<file path="src/logic/windowed_watchdog_map.svh">
// constants of the windowed watchdog and wake-up timer
`ifndef WDOG_MAP_SVH
`define WDOG_MAP_SVH

// watchdog down-counter width
`define WDOG_CNT_W          16
// system clock rate in MHz (period 40 ns)
`define WDOG_SYS_MHZ        25
// least length of the reset pulse sent to processor and front end
`define WDOG_RST_PULSE_NS   10000
// pulse length in system cycles, rounded up
`define WDOG_RST_PULSE_CYC  ((`WDOG_RST_PULSE_NS * `WDOG_SYS_MHZ + 999) / 1000)
// reset pulse counter width
`define WDOG_RST_CNT_W      9
// wake-up period select width and largest legal code (8 s)
`define WAKE_SEL_W          3
`define WAKE_SEL_MAX        3'h6
// slow ticks in the shortest wake-up period (125 ms at 32768 Hz)
`define WAKE_BASE_TICKS     4096
// wake-up counter width, fits 8 s of slow ticks
`define WAKE_CNT_W          19
// reset values
`define WDOG_FLAG_RST       1'b0
`define WDOG_CNT_RST        16'h0000

`endif

</file>
<file path="src/logic/windowed_watchdog_pkg.sv">
// types shared by the windowed watchdog files
`default_nettype none
`include "windowed_watchdog_map.svh"
package wdog_pkg;
  // watchdog down-counter value
  typedef logic [`WDOG_CNT_W-1:0] wd_count_t;
  // wake-up period code: 0=125ms .. 6=8s
  typedef logic [`WAKE_SEL_W-1:0] wake_sel_t;
  // wake-up tick counter
  typedef logic [`WAKE_CNT_W-1:0] wake_count_t;
  // watchdog sequencing
  typedef enum logic [1:0] {WD_IDLE, WD_COUNT, WD_RESET} wd_state_e;
endpackage
`default_nettype wire

</file>
<file path="src/logic/wake_if.sv">
// carrier between the watchdog core and its wake-up timer
`default_nettype none
interface wake_if;
  import wdog_pkg::*;
  logic      ce;         // clock enable
  logic      slow_tick;  // one-cycle slow oscillator tick
  logic      low_power;  // hibernate or sleep active
  wake_sel_t period_sel; // wake-up period code
  logic      wake;       // one-cycle wake-up event
  modport ctrl  (output ce, slow_tick, low_power, period_sel, input wake);
  modport timer (input ce, slow_tick, low_power, period_sel, output wake);
endinterface
`default_nettype wire

</file>
<file path="src/logic/wake_timer.sv">
// periodic wake-up timer running on slow oscillator ticks
`default_nettype none
`include "windowed_watchdog_map.svh"
module wake_timer
  import wdog_pkg::*;
#(
  parameter int BASE_TICKS = `WAKE_BASE_TICKS
) (
  input  wire logic clk,
  input  wire logic rst_b,
  wake_if.timer     wif
);
  wake_count_t cnt_r;     // slow ticks since last wake
  wake_count_t cnt_nxt;   // next tick count
  wake_sel_t   sel_eff;   // period code clamped to 8 s
  wake_count_t period;    // period length in slow ticks
  logic        expire;    // period elapses on this tick
  logic        wake_r;    // registered wake event

  // codes above 8 s fall back to 8 s
  assign sel_eff = (wif.period_sel > `WAKE_SEL_MAX) ? `WAKE_SEL_MAX : wif.period_sel;
  // 125 ms doubled per step up to 8 s
  assign period  = wake_count_t'(BASE_TICKS) << sel_eff;
  assign expire  = wif.low_power && wif.slow_tick && (cnt_r == period - 1'b1);
  // count only in low power, restart on expiry
  assign cnt_nxt = !wif.low_power ? '0 :
                   expire         ? '0 :
                   wif.slow_tick  ? cnt_r + 1'b1 : cnt_r;
  assign wif.wake = wake_r;

  // tick counter and wake pulse
  always_ff @(posedge clk) begin
    if (!rst_b) begin
      cnt_r  <= '0;
      wake_r <= 1'b0;
    end else if (wif.ce) begin
      cnt_r  <= cnt_nxt;
      wake_r <= expire;
    end
  end

  // wake only while hibernating or sleeping
  AST_WAKE_LOW_POWER: assert property (@(posedge clk) disable iff (!rst_b)
    wif.ce && expire |=> wake_r && $past(wif.low_power))
    else $error("wake event lost or raised outside low power");
  AST_WAKE_PERIOD: assert property (@(posedge clk) disable iff (!rst_b)
    wif.ce && wif.low_power && wif.slow_tick && cnt_r == period - 1'b1 |=> cnt_r == '0)
    else $error("wake counter did not restart at period end");
  COV_WAKE: cover property (@(posedge clk) disable iff (!rst_b) wake_r);
endmodule
`default_nettype wire

</file>
<file path="src/logic/windowed_watchdog.sv">
// windowed watchdog of the battery front end with wake-up timer
`default_nettype none
`include "windowed_watchdog_map.svh"
// Behaviour
// - missed service resets processor and front end
// - wake periods 125ms to 8s selectable
// - wake event each period in low power
// - counter steps on slow oscillator only
// - watchdog reset sets its own status flag
// - flag kept across watchdog reset, cleared otherwise
// - reset hits processor and front end both
// - service above window value forces reset
// - counter reaching zero forces reset
module windowed_watchdog
  import wdog_pkg::*;
#(
  parameter int WAKE_BASE_TICKS = `WAKE_BASE_TICKS
) (
  input  wire logic      SYS_CLK,
  input  wire logic      RST_B,
  input  wire logic      CLK_EN,
  input  wire logic      SLOW_OSC,
  input  wire logic      WDT_ENABLE,
  input  wire wd_count_t WDT_START,
  input  wire wd_count_t WDT_WINDOW,
  input  wire logic      WDT_SERVICE,
  input  wire logic      WDT_FLAG_CLEAR,
  input  wire logic      LOW_POWER,
  input  wire wake_sel_t WAKE_SEL,
  output logic           WAKE_EVENT,
  output logic           MCU_RESET_B,
  output logic           FE_RESET_B,
  output logic           WDT_RESET_FLAG,
  output logic           WDT_EARLY_FLAG,
  output wd_count_t      WDT_COUNT,
  output logic           WDT_RUNNING
);
  wd_state_e                 state_r;     // watchdog sequencer
  wd_state_e                 state_nxt;   // next sequencer state
  wd_count_t                 cnt_r;       // watchdog down-counter
  wd_count_t                 cnt_nxt;     // next counter value
  logic [`WDOG_RST_CNT_W-1:0] pulse_r;    // reset pulse cycles left
  logic [`WDOG_RST_CNT_W-1:0] pulse_nxt;  // next pulse count
  logic                      osc_d_r;     // slow oscillator last level
  logic                      slow_tick;   // rising edge of slow oscillator
  logic                      early;       // service before window opens
  logic                      in_window;   // service inside open window
  logic                      expired;     // counter has reached zero
  logic                      fire;        // watchdog issues reset now
  logic                      flag_r;      // watchdog caused last reset
  logic                      early_r;     // last reset was an early service
  logic                      rst_out_r;   // reset pulse active

  wake_if wif ();

  // slow oscillator edge is the only counting time base
  assign slow_tick = SLOW_OSC && !osc_d_r;

  // service strobe arrives only from the bridge port
  assign early     = (state_r == WD_COUNT) && WDT_SERVICE && (cnt_r > WDT_WINDOW);
  assign in_window = (state_r == WD_COUNT) && WDT_SERVICE && !early && (cnt_r != '0);
  assign expired   = (state_r == WD_COUNT) && (cnt_r == '0);
  assign fire      = early || expired;

  // sequencer next state
  always_comb begin
    state_nxt = state_r;
    unique case (state_r)
      WD_IDLE: begin
        if (WDT_ENABLE) begin
          state_nxt = WD_COUNT;
        end
      end
      WD_COUNT: begin
        if (fire) begin
          state_nxt = WD_RESET;
        end else if (!WDT_ENABLE) begin
          state_nxt = WD_IDLE;
        end
      end
      WD_RESET: begin
        if (pulse_r == '0) begin
          state_nxt = WD_IDLE;
        end
      end
    endcase
  end

  // counter next value
  always_comb begin
    cnt_nxt = cnt_r;
    if (state_r != WD_COUNT) begin
      // held at start while stopped or resetting
      cnt_nxt = WDT_START;
    end else if (in_window) begin
      cnt_nxt = WDT_START;
    end else if (slow_tick && !fire) begin
      cnt_nxt = cnt_r - 1'b1;
    end
  end

  // reset pulse length counter
  assign pulse_nxt = fire             ? `WDOG_RST_CNT_W'(`WDOG_RST_PULSE_CYC - 1) :
                     (pulse_r != '0)  ? pulse_r - 1'b1 : pulse_r;

  // sequencer, counter and pulse registers
  always_ff @(posedge SYS_CLK) begin
    if (!RST_B) begin
      state_r <= WD_IDLE;
      cnt_r   <= `WDOG_CNT_RST;
      pulse_r <= '0;
      osc_d_r <= 1'b0;
    end else if (CLK_EN) begin
      state_r <= state_nxt;
      cnt_r   <= cnt_nxt;
      pulse_r <= pulse_nxt;
      osc_d_r <= SLOW_OSC;
    end
  end

  // reset output register, high for the whole pulse
  always_ff @(posedge SYS_CLK) begin
    if (!RST_B) begin
      rst_out_r <= 1'b0;
    end else if (CLK_EN) begin
      rst_out_r <= (state_nxt == WD_RESET);
    end
  end

  // status flags: the pin reset or WDT_FLAG_CLEAR clears them, a watchdog reset sets flag_r and loads early_r with its cause
  always_ff @(posedge SYS_CLK) begin
    if (!RST_B) begin
      flag_r  <= `WDOG_FLAG_RST;
      early_r <= 1'b0;
    end else if (CLK_EN) begin
      if (fire) begin
        // set wins over a same-cycle clear
        flag_r  <= 1'b1;
        early_r <= early;
      end else if (WDT_FLAG_CLEAR) begin
        flag_r  <= 1'b0;
        early_r <= 1'b0;
      end
    end
  end

  // wake-up timer hookup
  assign wif.ce         = CLK_EN;
  assign wif.slow_tick  = slow_tick;
  assign wif.low_power  = LOW_POWER;
  assign wif.period_sel = WAKE_SEL;

  wake_timer #(
    .BASE_TICKS (WAKE_BASE_TICKS)
  ) u_wake (
    .clk   (SYS_CLK),
    .rst_b (RST_B),
    .wif   (wif.timer)
  );

  // outputs
  assign WAKE_EVENT     = wif.wake;
  assign MCU_RESET_B    = !rst_out_r;
  assign FE_RESET_B     = !rst_out_r;
  assign WDT_RESET_FLAG = flag_r;
  assign WDT_EARLY_FLAG = early_r;
  assign WDT_COUNT      = cnt_r;
  assign WDT_RUNNING    = (state_r == WD_COUNT);

  // checks: reset sources
  AST_TIMEOUT_RESET: assert property (@(posedge SYS_CLK) disable iff (!RST_B)
    CLK_EN && state_r == WD_COUNT && cnt_r == '0 |=> state_r == WD_RESET && !MCU_RESET_B)
    else $error("zero count did not reset");
  AST_EARLY_RESET: assert property (@(posedge SYS_CLK) disable iff (!RST_B)
    CLK_EN && state_r == WD_COUNT && WDT_SERVICE && cnt_r > WDT_WINDOW |=> !MCU_RESET_B && WDT_EARLY_FLAG)
    else $error("early service did not reset");
  // checks: counter behaviour
  AST_RELOAD: assert property (@(posedge SYS_CLK) disable iff (!RST_B)
    CLK_EN && state_r == WD_COUNT && WDT_SERVICE && cnt_r <= WDT_WINDOW && cnt_r != '0
    |=> cnt_r == $past(WDT_START) && MCU_RESET_B)
    else $error("window service did not reload");
  AST_DECREMENT: assert property (@(posedge SYS_CLK) disable iff (!RST_B)
    CLK_EN && state_r == WD_COUNT && slow_tick && !WDT_SERVICE && cnt_r != '0 && WDT_ENABLE
    |=> cnt_r == $past(cnt_r) - 1'b1)
    else $error("counter missed a slow tick");
  AST_SLOW_ONLY: assert property (@(posedge SYS_CLK) disable iff (!RST_B)
    state_r == WD_COUNT && !slow_tick && !WDT_SERVICE && WDT_ENABLE && cnt_r != '0
    |=> $stable(cnt_r))
    else $error("counter moved without slow tick");
  // a frozen clock enable holds the counter, state, pulse count and reset flag
  AST_FREEZE: assert property (@(posedge SYS_CLK) disable iff (!RST_B)
    !CLK_EN |=> $stable(cnt_r) && $stable(state_r) && $stable(pulse_r) && $stable(flag_r))
    else $error("state moved while clock enable low");
  // checks: flags and reset outputs
  AST_FLAG_SET: assert property (@(posedge SYS_CLK) disable iff (!RST_B)
    $fell(MCU_RESET_B) |-> WDT_RESET_FLAG)
    else $error("watchdog reset without flag");
  AST_FLAG_KEEP: assert property (@(posedge SYS_CLK) disable iff (!RST_B)
    WDT_RESET_FLAG && !WDT_FLAG_CLEAR |=> WDT_RESET_FLAG)
    else $error("flag lost without clear");
  AST_SET_WINS: assert property (@(posedge SYS_CLK) disable iff (!RST_B)
    CLK_EN && fire && WDT_FLAG_CLEAR |=> WDT_RESET_FLAG)
    else $error("flag clear beat a same-cycle watchdog reset");
  AST_BOTH_RESETS: assert property (@(posedge SYS_CLK) disable iff (!RST_B)
    MCU_RESET_B == FE_RESET_B)
    else $error("processor and front end reset differ");
  AST_PULSE_LEN: assert property (@(posedge SYS_CLK) disable iff (!RST_B)
    CLK_EN && fire |=> (!MCU_RESET_B)[*8])
    else $error("reset pulse too short");
  // pulse ends once its counter runs out
  AST_PULSE_DONE: assert property (@(posedge SYS_CLK) disable iff (!RST_B)
    CLK_EN && state_r == WD_RESET && pulse_r == '0 |=> MCU_RESET_B)
    else $error("reset pulse did not end");
  // main scenarios reached
  COV_TIMEOUT: cover property (@(posedge SYS_CLK) disable iff (!RST_B) expired && CLK_EN);
  COV_EARLY:   cover property (@(posedge SYS_CLK) disable iff (!RST_B) early && CLK_EN);
  COV_RELOAD:  cover property (@(posedge SYS_CLK) disable iff (!RST_B) in_window && CLK_EN);
  COV_ENABLE_DROP: cover property (@(posedge SYS_CLK) disable iff (!RST_B) CLK_EN && state_r == WD_COUNT && !WDT_ENABLE);
endmodule
`default_nettype wire

</file>
<file path="config.mk">
export PLATFORM = sky130hd
export DESIGN_NAME = windowed_watchdog
export DESIGN_NICKNAME = d
export VERILOG_FILES = /design/src/logic/windowed_watchdog_pkg.sv /design/src/logic/wake_if.sv /design/src/logic/wake_timer.sv /design/src/logic/windowed_watchdog.sv
export VERILOG_INCLUDE_DIRS = /design/src /design/src/logic
export SDC_FILE = /design/constraint.sdc
export NUM_CORES = 1
export LEC_CHECK = 0
export ABC_AREA = 1
export BUFFER_PORTS_ARGS = -buffer_cell sky130_fd_sc_hd__buf_4
export CAP_MARGIN = 25
export CORE_UTILIZATION = 51
export CTS_CLUSTER_DIAMETER = 60
export DETAILED_ROUTE_END_ITERATION = 7
export PLACE_DENSITY = 0.74
export SETUP_SLACK_MARGIN = 0.1
export SYNTH_ARGS = -nofsm -noshare
export SYNTH_HDL_FRONTEND = slang
export SYNTH_SLANG_ARGS = --single-unit
</file>
<file path="constraint.sdc">
create_clock -name SYS_CLK -period 5.7 [get_ports SYS_CLK]
set_clock_uncertainty 0.1 [all_clocks]
set_input_delay 0.57 -clock SYS_CLK [delete_from_list [all_inputs] [get_ports SYS_CLK]]
set_output_delay 0.57 -clock SYS_CLK [all_outputs]
set_load 0.01 [all_outputs]
</file>
==> flow_metrics.tcl <==
set metrics [dict create \
    clock_sinks 51 \
    ys_warn_count 0 \
    yosysUniqueCellTypes 39 \
    required_ns 5.81 \
    hpwl_um 6170 \
    diodes 0 \
    min_path_type "register to register" \
    hold_viol_final 0 \
    first_global_vias 3349 \
    start_util_pct 52.6 \
    drv_cap 0 \
    endpoint_kind "register" \
    die_w_um 85.7 \
    clock.fmax_mhz 343 \
    cp_num_buf_inv 1 \
    grt_first_pass_wirelength_um 13900 \
    grt_start_max_net_pins 33 \
    critPathTopFamily "simple AND/OR/NAND/NOR gates" \
    power_switching_mw 0.405 \
    setup-violations-final 0 \
    async_reset_ff_share_pct 0 \
    synthTopCellsByCount "159 x nand2_1, 75 x nor2_1, 74 x inv_1" \
    hold-worst-slack_ns 0.350 \
    syn_area_um2 3570 \
    synth_area_per_cell_um2 6.36 \
    status "completed" \
    pwr-share-comb_pct 35.5 \
    wl_um 8250 \
    maxSlewViolCount 0 \
    regArea_um2 1020 \
    firstDrtPassIters 4 \
    synth_top_area_cell "dfxtp_1" \
    coreArea_um2 6790 \
    avgRoutedWirePerCell_um 11.5 \
    yosysSeqAreaShare_pct 28.6 \
    p_leak_nw 2.03 \
    worstPathCellList "inv_1 > ha_1 > nand2_2 > nor2_4 > nand3_2 > nor2_2 > nand4_1 > nand3_1 > nand2_2 > o21ai_4 > nand2_1 > nand2_1 > nor2_1" \
    crit_slowest_cell "o21ai_4" \
    ys_ff_latch 51 \
    synth.top_cell.area_share_pct 28.6 \
    period_needed_ns 2.92 \
    placementRows 30 \
    crit_path_max_fanout 32 \
    cts_buffers 5 \
    drt_iter0_drc 168 \
    fin_util_pct 61.9 \
    synth_edf_count 0 \
    cts_tree "built" \
    worstSetupPathType "register to register" \
    overflow 0 \
    gp_congestion 0.856 \
    die_y_um 85.7 \
    slowest_delay_ns 0.74 \
    worstSetupStartpointType "register" \
    route.detailed.drc 0 \
    antenna_found_initial 0 \
    clkPwrFrac_pct 26.7 \
    dp_cells 707 \
    clkTransAtPathRegs_ns 0.09 \
    relSlewSlack_pct 38.0 \
    yosysMostFrequentCell "nand2_1" \
    finalCritPeriodShare_pct 51.2 \
    netlist_top_cells_area "dfxtp_1 29%, nand2_1 17%, nor2_1 7.9%" \
    cts.repair.resized 0 \
    setup_tns_ns 0 \
    power.density_nw_per_um2 272 \
    vdd_drop_max_uv 257 \
    hold_buffers 0 \
    pwr-share-seq_pct 37.8 \
    insertion_delay_ns 0.32 \
    worst_pin_slew_ns 0.929 \
    synth_nets 626 \
    via_count 3601 \
    final_cells 715 \
    synthToLayoutAreaGrowth_pct 17.7 \
    power_switching_share_pct 35.4 \
    p_int_mw 0.740 \
    die_area_um2 7350 \
    io_pins 65 \
    multi_input_area_um2 2160 \
    ant_nets 0 \
    dominantRegCellSynth "dfxtp_1" \
    rsz0062_at_grt "false" \
    cts_max_level 2 \
    nFillCells 649 \
    avgViaCountPerCell 5.04 \
    cp.arrival_ns 3.03 \
    cts.path.max_buffers 2 \
    num-nets-final 682 \
    io_buffers 64 \
    grt.total_usage_pct 23.1 \
    total_power_mw 1.14 \
    synthCells 562 \
    drive_gt1_share_pct 15.7 \
    root_buffer "clkbuf_8" \
    post_cts_buffers 0 \
]
-- routing by layer --
| layer | vias up | wire, µm | GRT usage [%] |
|---|---|---|---|
| met1 | 1609 | 3760 | 29.0 |
| met4 | 0 | 97 | 6.82 |
| met2 | 91 | 4000 | 40.7 |
| met3 | 10 | 393 | 3.75 |
| met5 | - | 0 | 0 |
| li1 | 1891 | - | - |
-- area by class of cell --
| type | count | share of cell area [%] |
|---|---|---|
| multi-input combinational | 418 | 51.2 |
| tap | 96 | 2.86 |
| timing repair buffer | 64 | 11.4 |
| sequential | 51 | 24.3 |
| clock inverter | 3 | 1.61 |
| inverter | 78 | 6.96 |
| clock buffer | 5 | 1.64 |
-- registers in the layout, indices dropped and copies added, names as in the netlist --
register	cells
u_wake.cnt_r	19
WDT_RESET_FLAG	1
WDT_EARLY_FLAG	1
state_r	2
u_wake.wif.wake	1
pulse_r	9
osc_d_r	1
rst_out_r	1
WDT_COUNT	16
-- layout by cell type (no fill, tap or decap), types with 3 or more instances in the layout --
cell type and count:
nand2_1 159, inv_2 4, o211ai_1 3, nor3_2 3
a31oi_1 3, o21ai_0 25, xor2_1 16, o21ai_1 5
nand4_1 7, a21oi_1 44, inv_1 74, clkbuf_8 5
nor3_1 4, nand2_2 4, nor2_1 75, ha_1 21
xnor2_1 6, buf_4 64, nor2_2 5, nand3_1 21
dfxtp_1 51
-- cell families (layout without fill, tap and decap cells) --
family	after synthesis	in the layout	synth area share, %
simple gates	284	284	33.3
buf+inv	93	150	11.1
compound gates	91	91	14.3
flops	51	51	28.6
xor+xnor	22	22	5.39
fa+ha+maj	21	21	7.35
-- metrics by stage --
step           cell area (µm²)  setup slack [ns]
3_5_place_dp              4070              2.54
4_1_cts                   4210              2.77
2_1_floorplan             3570              3.44
5_1_grt                   4210              2.44
3_3_place_gp              4070              2.59
6_report                  4210              2.78
-- power by group through the flow --
stage	sequential [mW]	clock [mW]	combinational, mW
after floorplan	0.438	0	0.306
after global placement	0.439	0	0.395
after detailed placement	0.440	0	0.405
after CTS	0.432	0.311	0.408
after global routing	0.437	0.323	0.469
final	0.433	0.306	0.406
-- worst register-to-register path: stages, from the launching register on --
cell	delay, ns
dfxtp_1	0.34
inv_1	0.16
ha_1	0.23
nand2_2	0.12
nor2_4	0.13
nand3_2	0.09
nor2_2	0.13
nand4_1	0.10
nand3_1	0.10
nand2_2	0.32
o21ai_4	0.74
nand2_1	0.12
nand2_1	0.09
nor2_1	0.04
-- worst paths after layout --
path                              startpoint           end  slack, ns  cells after the start
worst max-delay path            WDT_COUNT[0]  WDT_COUNT[2]       2.78                     13
worst min register to register    pulse_r[8]    pulse_r[8]       0.35                      2
worst min-delay path              pulse_r[8]    pulse_r[8]       0.35                      2
worst max register to register  WDT_COUNT[0]  WDT_COUNT[2]       2.78                     13
No activity file was read; power rests on OpenSTA's default activity.
